--- src/spd_pkg.sv ---
// Shared constants and types for the serial ping-pong DMA channel
package spd_pkg;

  // ----------------------------------------------------------------
  // Widths
  // ----------------------------------------------------------------
  localparam int BUS_AW = 8;
  localparam int BUS_DW = 32;
  localparam int ADDR_W = 16;
  localparam int CNT_W  = 16;
  localparam int BYTE_W = 8;

  // ----------------------------------------------------------------
  // Register byte offsets
  // ----------------------------------------------------------------
  localparam logic [BUS_AW-1:0] OFF_CTRL     = 8'h00;
  localparam logic [BUS_AW-1:0] OFF_TX_BEG_A = 8'h04;
  localparam logic [BUS_AW-1:0] OFF_TX_END_A = 8'h08;
  localparam logic [BUS_AW-1:0] OFF_TX_BEG_B = 8'h0C;
  localparam logic [BUS_AW-1:0] OFF_TX_END_B = 8'h10;
  localparam logic [BUS_AW-1:0] OFF_TX_CNT   = 8'h14;
  localparam logic [BUS_AW-1:0] OFF_RX_BEG_A = 8'h18;
  localparam logic [BUS_AW-1:0] OFF_RX_END_A = 8'h1C;
  localparam logic [BUS_AW-1:0] OFF_RX_BEG_B = 8'h20;
  localparam logic [BUS_AW-1:0] OFF_RX_END_B = 8'h24;
  localparam logic [BUS_AW-1:0] OFF_RX_CNT_A = 8'h28;
  localparam logic [BUS_AW-1:0] OFF_RX_CNT_B = 8'h2C;
  localparam logic [BUS_AW-1:0] OFF_STAT     = 8'h30;
  localparam logic [BUS_AW-1:0] OFF_FLAG     = 8'h34;
  localparam logic [BUS_AW-1:0] OFF_EN       = 8'h38;

  // ----------------------------------------------------------------
  // Control bits; status, flag and enable share the low four positions
  // ----------------------------------------------------------------
  localparam int CTRL_RX_LDA = 0;
  localparam int CTRL_RX_LDB = 1;
  localparam int CTRL_TX_LDA = 2;
  localparam int CTRL_TX_LDB = 3;
  localparam int CTRL_RX_RST = 4;
  localparam int CTRL_TX_RST = 5;
  localparam int FLG_W       = 4;

  localparam logic       BUF_A   = 1'b0;
  localparam logic       BUF_B   = 1'b1;
  localparam logic [CNT_W-1:0]  CNT_ONE  = 16'h0001;
  localparam logic [CNT_W-1:0]  CNT_ZERO = 16'h0000;
  localparam logic [BUS_DW-1:0] RD_ZERO  = 32'h0000_0000;

  // ----------------------------------------------------------------
  // Engine states
  // ----------------------------------------------------------------
  typedef enum logic [1:0] {
    SPD_IDLE,
    SPD_TX_WAIT,
    SPD_TX_CAP
  } spd_st_t;

endpackage

--- src/spd_serial_dma.sv ---
// Serial ping-pong DMA channel pair with register port and byte memory port
`timescale 1ns/1ps
// Overview of operation
// RULE_01 - Two buffers per direction, automatic switch over
// RULE_02 - Moves bytes FIFO to memory without processor
// RULE_03 - Signals only on whole buffer completion
// RULE_04 - Buffer is idle, pending or active
// RULE_05 - Software resets channel before buffer setup
// RULE_06 - Start and inclusive end address per buffer
// RULE_07 - Software keeps buffers in on-chip RAM
// RULE_08 - Unload sets flag; enabled flag raises interrupt
// RULE_09 - Software starts by setting load bits
// RULE_10 - End address writable while pending or active
// RULE_11 - Count is offset of next byte, advances
// RULE_12 - One transmit count, two receive counts
// RULE_13 - Counts kept until reload or reset
// RULE_14 - Receive count writable while loaded
// RULE_15 - Receive count write loads idle buffer
// RULE_16 - Unload when start plus count exceeds end
// RULE_17 - Comparison continuous; software writes unload early
// RULE_18 - Both loaded together: A active, B pending
// RULE_19 - Load bit reads status; zero write ignored
// RULE_20 - Channel reset bit per direction, self-clearing
// RULE_21 - Channel reset idles buffers, clears counts
module spd_serial_dma (
  input  wire logic                            core_clk,
  input  wire logic                            rst_n,
  input  wire logic [spd_pkg::BUS_AW-1:0]      reg_addr,
  input  wire logic [spd_pkg::BUS_DW-1:0]      reg_wdata,
  input  wire logic                            reg_wr,
  input  wire logic                            reg_rd,
  output logic      [spd_pkg::BUS_DW-1:0]      reg_rdata,
  output logic      [spd_pkg::ADDR_W-1:0]      mem_addr,
  output logic                                 mem_re,
  output logic                                 mem_we,
  output logic      [spd_pkg::BYTE_W-1:0]      mem_wdata,
  input  wire logic [spd_pkg::BYTE_W-1:0]      mem_rdata,
  input  wire logic                            tx_fifo_free,
  output logic                                 tx_fifo_push,
  output logic      [spd_pkg::BYTE_W-1:0]      tx_fifo_data,
  input  wire logic                            rx_fifo_valid,
  input  wire logic [spd_pkg::BYTE_W-1:0]      rx_fifo_data,
  output logic                                 rx_fifo_pop,
  output logic                                 serial_top_irq
);
  import spd_pkg::*;

  // ----------------------------------------------------------------
  // State
  // ----------------------------------------------------------------
  typedef struct packed {
    spd_st_t                      st;
    logic [1:0][ADDR_W-1:0]       tx_beg;
    logic [1:0][ADDR_W-1:0]       tx_end;
    logic [CNT_W-1:0]             tx_cnt;
    logic [1:0]                   tx_ld;
    logic                         tx_sel;
    logic [1:0][ADDR_W-1:0]       rx_beg;
    logic [1:0][ADDR_W-1:0]       rx_end;
    logic [1:0][CNT_W-1:0]        rx_cnt;
    logic [1:0]                   rx_ld;
    logic                         rx_sel;
    logic [FLG_W-1:0]             flags;
    logic [FLG_W-1:0]             en;
    logic [BUS_DW-1:0]            rdata;
    logic [ADDR_W-1:0]            mem_addr;
    logic                         mem_re;
    logic                         mem_we;
    logic [BYTE_W-1:0]            mem_wdata;
    logic [BYTE_W-1:0]            tx_data;
    logic                         tx_push;
  } spd_state_t;

  spd_state_t       q;
  spd_state_t       d;
  logic [1:0]       tx_done;
  logic [1:0]       rx_done;
  logic [1:0]       tx_unl;
  logic [1:0]       rx_unl;
  logic             ctrl_wr;
  logic             tx_rst;
  logic             rx_rst;
  logic [1:0]       tx_ldw;
  logic [1:0]       rx_ldw;
  logic [1:0]       rx_ldset;
  logic             rx_go;

  // ----------------------------------------------------------------
  // Unload comparators
  // ----------------------------------------------------------------
  for (genvar i = 0; i < 2; i++) begin : g_cmp
    spd_unload_cmp u_tx_cmp (
      .beg_addr (q.tx_beg[i]),
      .cnt      (q.tx_cnt),
      .end_addr (q.tx_end[i]),
      .done     (tx_done[i])
    );
    spd_unload_cmp u_rx_cmp (
      .beg_addr (q.rx_beg[i]),
      .cnt      (q.rx_cnt[i]),
      .end_addr (q.rx_end[i]),
      .done     (rx_done[i])
    );
  end

  // ----------------------------------------------------------------
  // Next state
  // ----------------------------------------------------------------
  always_comb begin
    d          = q;
    d.tx_push  = 1'b0;
    d.mem_re   = 1'b0;
    d.mem_we   = 1'b0;
    d.rdata    = RD_ZERO;
    rx_go      = 1'b0;
    rx_ldset   = 2'b00;
    ctrl_wr    = reg_wr && (reg_addr == OFF_CTRL);
    tx_rst     = ctrl_wr && reg_wdata[CTRL_TX_RST];
    rx_rst     = ctrl_wr && reg_wdata[CTRL_RX_RST];
    // Zero bits in a control write load nothing
    tx_ldw     = ctrl_wr ? reg_wdata[CTRL_TX_LDB:CTRL_TX_LDA] : 2'b00; // RULE_19
    rx_ldw     = ctrl_wr ? reg_wdata[CTRL_RX_LDB:CTRL_RX_LDA] : 2'b00;
    // Only the active transmit buffer owns the shared count
    for (int i = 0; i < 2; i++) begin
      tx_unl[i] = q.tx_ld[i] && (q.tx_sel == i[0]) && tx_done[i]; // RULE_16 RULE_17
      rx_unl[i] = q.rx_ld[i] && rx_done[i]; // RULE_16 RULE_17
    end

    // Byte engine: transmit first, receive when transmit has nothing to do
    unique case (q.st)
      SPD_IDLE: begin
        if (q.tx_ld[q.tx_sel] && !tx_unl[q.tx_sel] && tx_fifo_free && !tx_rst) begin // RULE_02
          d.mem_re   = 1'b1;
          d.mem_addr = q.tx_beg[q.tx_sel] + q.tx_cnt; // RULE_11
          d.st       = SPD_TX_WAIT;
        end else if (q.rx_ld[q.rx_sel] && !rx_unl[q.rx_sel] && rx_fifo_valid
                     && !rx_rst) begin // RULE_02
          rx_go                = 1'b1;
          d.mem_we             = 1'b1;
          d.mem_addr           = q.rx_beg[q.rx_sel] + q.rx_cnt[q.rx_sel];
          d.mem_wdata          = rx_fifo_data;
          d.rx_cnt[q.rx_sel]   = q.rx_cnt[q.rx_sel] + CNT_ONE; // RULE_11 RULE_12
        end
      end
      SPD_TX_WAIT: begin
        d.st = SPD_TX_CAP;
      end
      SPD_TX_CAP: begin
        d.tx_data = mem_rdata;
        d.tx_push = 1'b1;
        d.tx_cnt  = q.tx_cnt + CNT_ONE; // RULE_11 RULE_12
        d.st      = SPD_IDLE;
      end
    endcase

    // Address registers stay writable in any buffer state
    if (reg_wr) begin
      case (reg_addr)
        OFF_TX_BEG_A: d.tx_beg[0] = reg_wdata[ADDR_W-1:0]; // RULE_06
        OFF_TX_END_A: d.tx_end[0] = reg_wdata[ADDR_W-1:0]; // RULE_06 RULE_10
        OFF_TX_BEG_B: d.tx_beg[1] = reg_wdata[ADDR_W-1:0];
        OFF_TX_END_B: d.tx_end[1] = reg_wdata[ADDR_W-1:0]; // RULE_10
        OFF_RX_BEG_A: d.rx_beg[0] = reg_wdata[ADDR_W-1:0];
        OFF_RX_END_A: d.rx_end[0] = reg_wdata[ADDR_W-1:0]; // RULE_10
        OFF_RX_BEG_B: d.rx_beg[1] = reg_wdata[ADDR_W-1:0];
        OFF_RX_END_B: d.rx_end[1] = reg_wdata[ADDR_W-1:0]; // RULE_10
        OFF_EN:       d.en        = reg_wdata[FLG_W-1:0];
        default: ;
      endcase
    end

    // Transmit buffers: unload, switch, reset, load
    d.tx_ld = q.tx_ld & ~tx_unl; // RULE_04
    if (!d.tx_ld[q.tx_sel] && d.tx_ld[~q.tx_sel]) begin
      d.tx_sel = ~q.tx_sel; // RULE_01
      d.tx_cnt = CNT_ZERO;
    end
    if (tx_rst) begin
      d.tx_ld   = 2'b00; // RULE_20 RULE_21
      d.tx_sel  = BUF_A;
      d.tx_cnt  = CNT_ZERO;
      d.st      = SPD_IDLE;
      d.tx_push = 1'b0;
      d.mem_re  = 1'b0;
    end
    if (tx_ldw != 2'b00) begin
      if (d.tx_ld == 2'b00) begin
        d.tx_sel = tx_ldw[0] ? BUF_A : BUF_B; // RULE_18
        d.tx_cnt = CNT_ZERO; // RULE_13
      end
      d.tx_ld = d.tx_ld | tx_ldw;
    end

    // Receive buffers: unload, switch, reset, load by bit or by count
    d.rx_ld = q.rx_ld & ~rx_unl; // RULE_04
    if (!d.rx_ld[q.rx_sel] && d.rx_ld[~q.rx_sel]) begin
      d.rx_sel = ~q.rx_sel; // RULE_01
    end
    if (rx_rst) begin
      d.rx_ld  = 2'b00; // RULE_20 RULE_21
      d.rx_sel = BUF_A;
      d.rx_cnt = '0;
      d.mem_we = 1'b0;
      rx_go    = 1'b0;
    end
    for (int i = 0; i < 2; i++) begin
      if (rx_ldw[i]) begin
        d.rx_cnt[i] = CNT_ZERO; // RULE_13
      end
    end
    if (reg_wr && (reg_addr == OFF_RX_CNT_A)) begin
      d.rx_cnt[0] = reg_wdata[CNT_W-1:0]; // RULE_14
      rx_ldset[0] = 1'b1; // RULE_15
    end
    if (reg_wr && (reg_addr == OFF_RX_CNT_B)) begin
      d.rx_cnt[1] = reg_wdata[CNT_W-1:0]; // RULE_14
      rx_ldset[1] = 1'b1; // RULE_15
    end
    rx_ldset = rx_ldset | rx_ldw;
    if (rx_ldset != 2'b00) begin
      if (d.rx_ld == 2'b00) begin
        d.rx_sel = rx_ldset[0] ? BUF_A : BUF_B; // RULE_18
      end
      d.rx_ld = d.rx_ld | rx_ldset;
    end

    // Sticky unload flags; a new unload beats a clear in the same cycle
    d.flags = q.flags;
    if (reg_wr && (reg_addr == OFF_FLAG)) begin
      d.flags = q.flags & ~reg_wdata[FLG_W-1:0];
    end
    d.flags = d.flags | {tx_unl, rx_unl}; // RULE_08 RULE_03

    // Read data for one cycle only; reset bits always read zero
    if (reg_rd) begin
      case (reg_addr)
        OFF_CTRL:     d.rdata = {28'h0000000, q.tx_ld, q.rx_ld}; // RULE_19 RULE_20
        OFF_TX_BEG_A: d.rdata = 32'(q.tx_beg[0]);
        OFF_TX_END_A: d.rdata = 32'(q.tx_end[0]);
        OFF_TX_BEG_B: d.rdata = 32'(q.tx_beg[1]);
        OFF_TX_END_B: d.rdata = 32'(q.tx_end[1]);
        OFF_TX_CNT:   d.rdata = 32'(q.tx_cnt);
        OFF_RX_BEG_A: d.rdata = 32'(q.rx_beg[0]);
        OFF_RX_END_A: d.rdata = 32'(q.rx_end[0]);
        OFF_RX_BEG_B: d.rdata = 32'(q.rx_beg[1]);
        OFF_RX_END_B: d.rdata = 32'(q.rx_end[1]);
        OFF_RX_CNT_A: d.rdata = 32'(q.rx_cnt[0]);
        OFF_RX_CNT_B: d.rdata = 32'(q.rx_cnt[1]);
        OFF_STAT: d.rdata = {28'h0000000,
                             q.tx_ld[1] && (q.tx_sel == BUF_B),
                             q.tx_ld[0] && (q.tx_sel == BUF_A),
                             q.rx_ld[1] && (q.rx_sel == BUF_B),
                             q.rx_ld[0] && (q.rx_sel == BUF_A)}; // RULE_04
        OFF_FLAG:     d.rdata = 32'(q.flags);
        OFF_EN:       d.rdata = 32'(q.en);
        default:      d.rdata = RD_ZERO;
      endcase
    end
  end

  always_ff @(posedge core_clk) begin
    if (!rst_n) begin
      q <= '0;
    end else begin
      q <= d;
    end
  end

  // ----------------------------------------------------------------
  // Outputs
  // ----------------------------------------------------------------
  assign reg_rdata      = q.rdata;
  assign mem_addr       = q.mem_addr;
  assign mem_re         = q.mem_re;
  assign mem_we         = q.mem_we;
  assign mem_wdata      = q.mem_wdata;
  assign tx_fifo_push   = q.tx_push;
  assign tx_fifo_data   = q.tx_data;
  assign rx_fifo_pop    = rx_go;
  // Level output: stays up until software clears the flag or the enable
  assign serial_top_irq = |(q.flags & q.en); // RULE_08 RULE_03

  // ----------------------------------------------------------------
  // Assertions
  // ----------------------------------------------------------------
  property p_both_load;
    @(posedge core_clk) disable iff (!rst_n)
      (tx_ldw == 2'b11 && q.tx_ld == 2'b00 && !tx_rst)
        |=> (q.tx_ld == 2'b11 && q.tx_sel == BUF_A);
  endproperty
  a_both_load: assert property (p_both_load) // RULE_18
    else $error("both buffers loaded but A not active");

  property p_tx_cnt_clear;
    @(posedge core_clk) disable iff (!rst_n)
      (tx_ldw != 2'b00 && q.tx_ld == 2'b00) |=> (q.tx_cnt == CNT_ZERO);
  endproperty
  a_tx_cnt_clear: assert property (p_tx_cnt_clear) // RULE_13
    else $error("transmit count not cleared on load");

  property p_tx_unload;
    @(posedge core_clk) disable iff (!rst_n)
      (q.tx_ld[0] && q.tx_sel == BUF_A && tx_done[0] && !tx_ldw[0])
        |=> (!q.tx_ld[0] && q.flags[CTRL_TX_LDA]);
  endproperty
  a_tx_unload: assert property (p_tx_unload) // RULE_16
    else $error("transmit buffer A not unloaded");

  property p_rx_flag;
    @(posedge core_clk) disable iff (!rst_n)
      (q.rx_ld[1] && rx_done[1]) |=> q.flags[CTRL_RX_LDB] ##1 q.flags[CTRL_RX_LDB];
  endproperty
  a_rx_flag: assert property (p_rx_flag) // RULE_08
    else $error("receive B unload flag missing");

  property p_chan_reset;
    @(posedge core_clk) disable iff (!rst_n)
      (tx_rst && tx_ldw == 2'b00) |=> (q.tx_ld == 2'b00 && q.tx_cnt == CNT_ZERO
                                      && q.st == SPD_IDLE);
  endproperty
  a_chan_reset: assert property (p_chan_reset) // RULE_21
    else $error("transmit channel reset incomplete");

  property p_ctrl_read;
    @(posedge core_clk) disable iff (!rst_n)
      (reg_rd && reg_addr == OFF_CTRL)
        |=> (reg_rdata == {28'h0000000, $past(q.tx_ld), $past(q.rx_ld)});
  endproperty
  a_ctrl_read: assert property (p_ctrl_read) // RULE_19
    else $error("control read does not show load status");

  property p_no_spurious_load;
    @(posedge core_clk) disable iff (!rst_n)
      (tx_ldw == 2'b00) |=> ((q.tx_ld & ~$past(q.tx_ld)) == 2'b00);
  endproperty
  a_no_spurious_load: assert property (p_no_spurious_load) // RULE_19
    else $error("transmit buffer loaded without a load bit");

  property p_tx_step;
    @(posedge core_clk) disable iff (!rst_n)
      (q.st == SPD_TX_CAP && !tx_rst && tx_ldw == 2'b00 && q.tx_ld[q.tx_sel])
        |=> (tx_fifo_push && tx_fifo_data == $past(mem_rdata)
             && q.tx_cnt == $past(q.tx_cnt) + CNT_ONE);
  endproperty
  a_tx_step: assert property (p_tx_step) // RULE_11
    else $error("transmit byte not pushed or count not advanced");

  property p_rx_cnt_load;
    @(posedge core_clk) disable iff (!rst_n)
      (reg_wr && reg_addr == OFF_RX_CNT_A && !q.rx_ld[0])
        |=> (q.rx_ld[0] && q.rx_cnt[0] == $past(reg_wdata[CNT_W-1:0]));
  endproperty
  a_rx_cnt_load: assert property (p_rx_cnt_load) // RULE_15
    else $error("receive count write did not load buffer A");

endmodule

--- src/spd_unload_cmp.sv ---
// Unload comparator for one buffer: start plus count beyond inclusive end
`timescale 1ns/1ps
module spd_unload_cmp (
  input  wire logic [spd_pkg::ADDR_W-1:0] beg_addr,
  input  wire logic [spd_pkg::CNT_W-1:0]  cnt,
  input  wire logic [spd_pkg::ADDR_W-1:0] end_addr,
  output logic                            done
);
  import spd_pkg::*;

  // One extra bit so a wrap past the top of memory still counts as beyond
  logic [ADDR_W:0] sum;

  assign sum  = {1'b0, beg_addr} + {1'b0, cnt};
  assign done = sum > {1'b0, end_addr};

endmodule

--- config.mk ---
export PLATFORM = sky130hd
export DESIGN_NAME = spd_serial_dma
export DESIGN_NICKNAME = d
export VERILOG_FILES = /design/src/spd_pkg.sv /design/src/spd_serial_dma.sv /design/src/spd_unload_cmp.sv
export SDC_FILE = /design/constraint.sdc
export NUM_CORES = 1
export LEC_CHECK = 0
export BUFFER_PORTS_ARGS = -buffer_cell sky130_fd_sc_hd__clkbuf_2
export CORE_ASPECT_RATIO = 0.7
export CORE_MARGIN = 3
export CORE_UTILIZATION = 47
export CTS_BUF_LIST = sky130_fd_sc_hd__clkbuf_8 sky130_fd_sc_hd__clkbuf_16
export DETAILED_ROUTE_END_ITERATION = 8
export GPL_ROUTABILITY_DRIVEN = 1
export HOLD_SLACK_MARGIN = 0.06
export PLACE_DENSITY = 0.75
export SLEW_MARGIN = 20
export SYNTH_ARGS = -nofsm -noshare
export SYNTH_HDL_FRONTEND = slang
export SYNTH_SLANG_ARGS = --single-unit
export TNS_END_PERCENT = 50
--- constraint.sdc ---
create_clock -name core_clk -period 6.2 [get_ports core_clk]
set_input_delay 0.31 -clock core_clk [delete_from_list [all_inputs] [get_ports core_clk]]
set_output_delay 0.31 -clock core_clk [all_outputs]
set_load 0.02 [all_outputs]
==> impl_table.tex <==
\begin{tabular}{lr}
\hline
Metric & Value \\
\hline
\multicolumn{2}{l}{\textbf{Run status}} \\
Status & finished clean \\
\multicolumn{2}{l}{\textbf{Place}} \\
Cell Area, Placed & 18100 um2 \\
HPWL after detailed placement & 50.6 mm \\
Number of I/O port buffers & 98 \\
Weighted congestion at the end of routability-driven global placement & 1.09 \\
Count of placed standard cells including taps & 2703 \\
\multicolumn{2}{l}{\textbf{Timing}} \\
Slew Limit Headroom & 0.275 \\
Achievable clock frequency & 169 MHz \\
Final period util & 0.953 \\
Hold Vio Cnt, Final & 0 \\
Setup skew after layout & 12.8 ps \\
Transition time of the tightest slew-check pin & 1090 ps \\
Final Slew Violations & 0 \\
Final setup violation count & 0 \\
Minimum clock period & 5910 ps \\
Unrepaired setup endpoints after global routing & no \\
Setup total negative slack & 0 ps \\
\multicolumn{2}{l}{\textbf{Cells and area}} \\
Count of inserted antenna diode cells & 0 \\
Net count reported at finish & 2499 \\
Leading cell type in the layout, fill and taps excluded & sky130\_fd\_sc\_hd\_\_nand2\_1 \\
Multi-input logic area & 11300 um2 \\
Post-layout utilization of the core & 0.528 \\
Sequential Area & 4870 um2 \\
Filler instances & 3413 \\
Proportion of layout cells with a drive suffix above 1 & 0.112 \\
Final instance count without filler cells & 2767 \\
Area growth syn-to-layout & 9.51\% \\
Area of all placed cells without fillers & 19200 um2 \\
Commonest cells after routing, fill and taps aside & 408 x sky130\_fd\_sc\_hd\_\_nand2\_1, 240 x sky130\_fd\_sc\_hd\_\_dfxtp\_1, 224 x sky130\_fd\_sc\_hd\_\_a21oi\_1, 163 x sky130\_fd\_sc\_hd\_\_ha\_1, 147 x sky130\_fd\_sc\_hd\_\_inv\_1 \\
\multicolumn{2}{l}{\textbf{Power}} \\
P per Cell Area & 182 nW/um2 \\
Leakage power summed over all cells & 7.81 nW \\
Peak ir drop on the vdd network & 0.188 mV \\
\multicolumn{2}{l}{\textbf{Synthesis}} \\
Gate Count Post-Synth & 2239 \\
Post-synth top area share & 0.278 \\
Share of flip-flops with an asynchronous set or reset & 0 \\
Seq cells post-synth & 243 \\
Main combinational cell family by area after synthesis & compound AO/OA/AOI/OAI gates \\
Post-synthesis cell area & 17500 um2 \\
Adder-cell share of the synthesized area & 0.123 \\
Count of synthesis-stage warnings from yosys & 0 \\
Post-Synth XOR/XNOR Area & 0.0535 \\
Dominant cell type by area after synthesis & sky130\_fd\_sc\_hd\_\_dfxtp\_1 \\
Fraction of synthesized area in multiplexers & 0.0548 \\
Count of different cell masters after synthesis & 84 \\
Syn Area/Cell & 7.82 um2 \\
EDFF count, synth & 0 \\
Synth Area in Simple Gates & 0.183 \\
Compound-cell area share of the yosys netlist & 0.225 \\
Top area cells in the synthesized netlist & sky130\_fd\_sc\_hd\_\_dfxtp\_1 28\%, sky130\_fd\_sc\_hd\_\_ha\_1 12\%, sky130\_fd\_sc\_hd\_\_nand2\_1 8.7\%, sky130\_fd\_sc\_hd\_\_a21oi\_1 6.4\%, sky130\_fd\_sc\_hd\_\_xnor2\_1 4.0\% \\
Share of synthesized area occupied by flip-flops and latches & 0.278 \\
Top\_reg\_cell synth & sky130\_fd\_sc\_hd\_\_dfxtp\_1 \\
\multicolumn{2}{l}{\textbf{Detailed routing}} \\
Routed wire length & 67.2 mm \\
Number of remaining DRC errors & 0 \\
Number of optimization iterations in the first detailed-route pass & 6 \\
Via count & 17500 \\
Via-to-Cell Ratio & 6.32 \\
Count of antenna-violating nets left after detailed routing & 0 \\
Drt first-iter violations & 2837 \\
Detail-routed net length per standard cell & 24.3 um \\
\multicolumn{2}{l}{\textbf{Die}} \\
Std cell rows & 58 \\
Floorplan die height & 167 um \\
Width of the die & 237 um \\
Area inside the core boundary & 36300 um2 \\
Total die area & 39600 um2 \\
Initial core utilization & 0.482 \\
I/O pins & 131 \\
\multicolumn{2}{l}{\textbf{Min path}} \\
Worst hold start & reg\_wdata[15] \\
Worst min path class & input port to register \\
Endpoint, Worst Hold & q[157] \\
Cell count of the worst hold path & 3 \\
\multicolumn{2}{l}{\textbf{Critical path}} \\
WP data arrival & 5600 ps \\
Worst setup path start & q[185] \\
Most used cell along the critical path & sky130\_fd\_sc\_hd\_\_nor2\_1 \\
Crit Path Category & register to output pin \\
Required time at the worst-slack endpoint & 5890 ps \\
Critical Path Start Type & register \\
Buf+Inv Stages, Crit Path & 3 \\
Start of the worst register-to-register path & q[94] \\
Setup slack of the most critical reg-to-reg path & 660 ps \\
Endpoint type of the worst setup path & output pin \\
Dominant delay contributor by cell family on the critical path & compound AO/OA/AOI/OAI gates \\
Delay of the slowest cell on the worst path & 760 ps \\
Critical register-to-register path endpoint & mem\_addr[13] \\
Largest fanout of any net on the critical path & 14 \\
Slowest CP cell & sky130\_fd\_sc\_hd\_\_dfxtp\_1 \\
Ordered cell list for the critical path & ha\_1 > nand2\_1 > o21ai\_0 > a2111oi\_0 > nor2\_1 > o21a\_1 > nor2\_1 > xnor2\_1 > ha\_1 > nand4\_1 > nor3\_1 > a41oi\_1 > nor2\_1 > a41oi\_1 > buf\_4 > o32a\_4 > o21ai\_4 > buf\_4 > nor2\_1 > clkbuf\_2 \\
Depth of the worst register-to-register path & 18 \\
\multicolumn{2}{l}{\textbf{Flow run}} \\
Number of maximum-capacitance constraint violations & 0 \\
\multicolumn{2}{l}{\textbf{Clocking}} \\
Clock tree from TritonCTS & yes \\
Post-CTS Setup Inserts & 0 \\
Clk\_lat worst skew & 570 ps \\
H-tree lvl count & 1 \\
Clock slew seen by the registers of the worst setup and hold paths & 70 ps \\
CTS max path bufs & 3 \\
TritonCTS sink count & 243 \\
Master cell of the clock root buffer & sky130\_fd\_sc\_hd\_\_clkbuf\_16 \\
Number of buffers created by CTS & 27 \\
\multicolumn{2}{l}{\textbf{GRT}} \\
Global-route met2 utilization & 0.460 \\
Global routing met1 resource utilization & 0.467 \\
Met3 GRT Util & 0.0999 \\
Initial antenna violation count & 1 \\
All-layer global routing usage & 0.323 \\
Maximum number of pins on one net before global-route repair & 93 \\
Remaining global-route overflow & 0 \\
Busiest grt layer & met1 \\
First-pass GRT wire length & 99.0 mm \\
Number of global-route vias before repair & 16000 \\
\hline
\end{tabular}
==> logic make-up after synthesis <==
group	after synthesis
AO/OA/AOI/OAI	583
XOR/XNOR	107
adder cells (fa/ha/maj)	169
buffers and inverters	310
flip-flops	243
multiplexers	92
other	1
AND/OR/NAND/NOR	734
==> how the worst max path moves through the flow <==
stage              endpoint  slack (ps)  depth (start not counted)
6_report        rx_fifo_pop         290                         20
4_1_cts         rx_fifo_pop         190                         21
3_5_place_dp    mem_addr[0]         710                         22
3_3_place_gp    mem_addr[0]         770                         22
2_1_floorplan  mem_addr[10]        1670                         22
5_1_grt         rx_fifo_pop         100                         21
==> cell type report <==
class / count / area share
Multi-Input combinational cell: 1701 / 0.591
Sequential cell: 243 / 0.254
Timing Repair Buffer: 151 / 0.0484
Clock buffer: 27 / 0.0352
Tap cell: 480 / 0.0313
Inverter: 144 / 0.0283
Clock inverter: 21 / 0.0116
==> synthesized netlist by cell type, drive strengths merged (7+ instances only) <==
| library cell | number |
|---|---|
| a211oi | 14 |
| a21boi | 7 |
| a21o | 30 |
| a21oi | 226 |
| a221oi | 33 |
| a222oi | 19 |
| a22o | 32 |
| a22oi | 27 |
| a31oi | 23 |
| a32o | 10 |
| and2 | 8 |
| and3 | 18 |
| buf | 79 |
| clkbuf | 87 |
| dfxtp | 243 |
| ha | 163 |
| inv | 144 |
| mux2 | 31 |
| mux2i | 61 |
| nand2 | 409 |
| nand2b | 13 |
| nand3 | 59 |
| nand4 | 14 |
| nor2 | 122 |
| nor2b | 13 |
| nor3 | 40 |
| nor4 | 7 |
| o211ai | 12 |
| o21a | 19 |
| o21ai | 67 |
| o21bai | 14 |
| o31ai | 8 |
| or3 | 11 |
| xnor2 | 80 |
| xor2 | 27 |
==> repair_timing <==
action | 4_1_cts | 5_1_grt
hold buffers | 16 | 0
endpoints found under the setup margin | 0 | 1
resized for setup | 0 | 3
endpoints found under the hold margin | 16 | 0
==> metal layers <==
| layer | part of all wire | routed length [um] | vias to the layer above |
|---|---|---|---|
| met5 | 0.00016 | 11 | - |
| met4 | 0.034 | 2310 | 2 |
| met3 | 0.15 | 9790 | 152 |
| met2 | 0.40 | 26900 | 1149 |
| met1 | 0.42 | 28200 | 8290 |
| li1 | - | - | 7894 |
==> worst reg2reg max path, delay by kind of cell (launching register included) <==
kind / cells / cell delay (ps)
and+or+nand+nor: 3 / 860
DFF: 1 / 480
muxes: 1 / 180
adders and majority gates: 3 / 930
xor gates and xnor gates: 1 / 150
AOI/OAI and AO/OA: 8 / 2570
buffers and inverters: 2 / 310
==> sequential cells by signal, summed over array words and instances, names as in the netlist <==
name,cells
tx_fifo_data,8
reg_rdata,16
tx_fifo_push,1
mem_re,1
mem_addr,16
q,192
mem_wdata,8
mem_we,1
==> where the power goes <==
| group | leakage (nW) | internal [mW] | switching (mW) |
|---|---|---|---|
| sequential | 1.96 | 1.57 | 0.00591 |
| clock | 0.452 | 0.964 | 0.738 |
| combinational | 5.40 | 0.0592 | 0.160 |
| total | 7.81 | 2.59 | 0.903 |
==> through the flow <==
stage / total power, mW / hold WS (ps) / worst slack [ps]
after floorplan: 1.74 / 430 / 1670
after global routing: 3.56 / 149 / 96.2
final: 3.49 / 174 / 290
after CTS: 3.48 / 141 / 191
after global placement: 1.81 / 442 / 767
after detailed placement: 1.81 / 455 / 706
(Power assumes the default switching activity.)
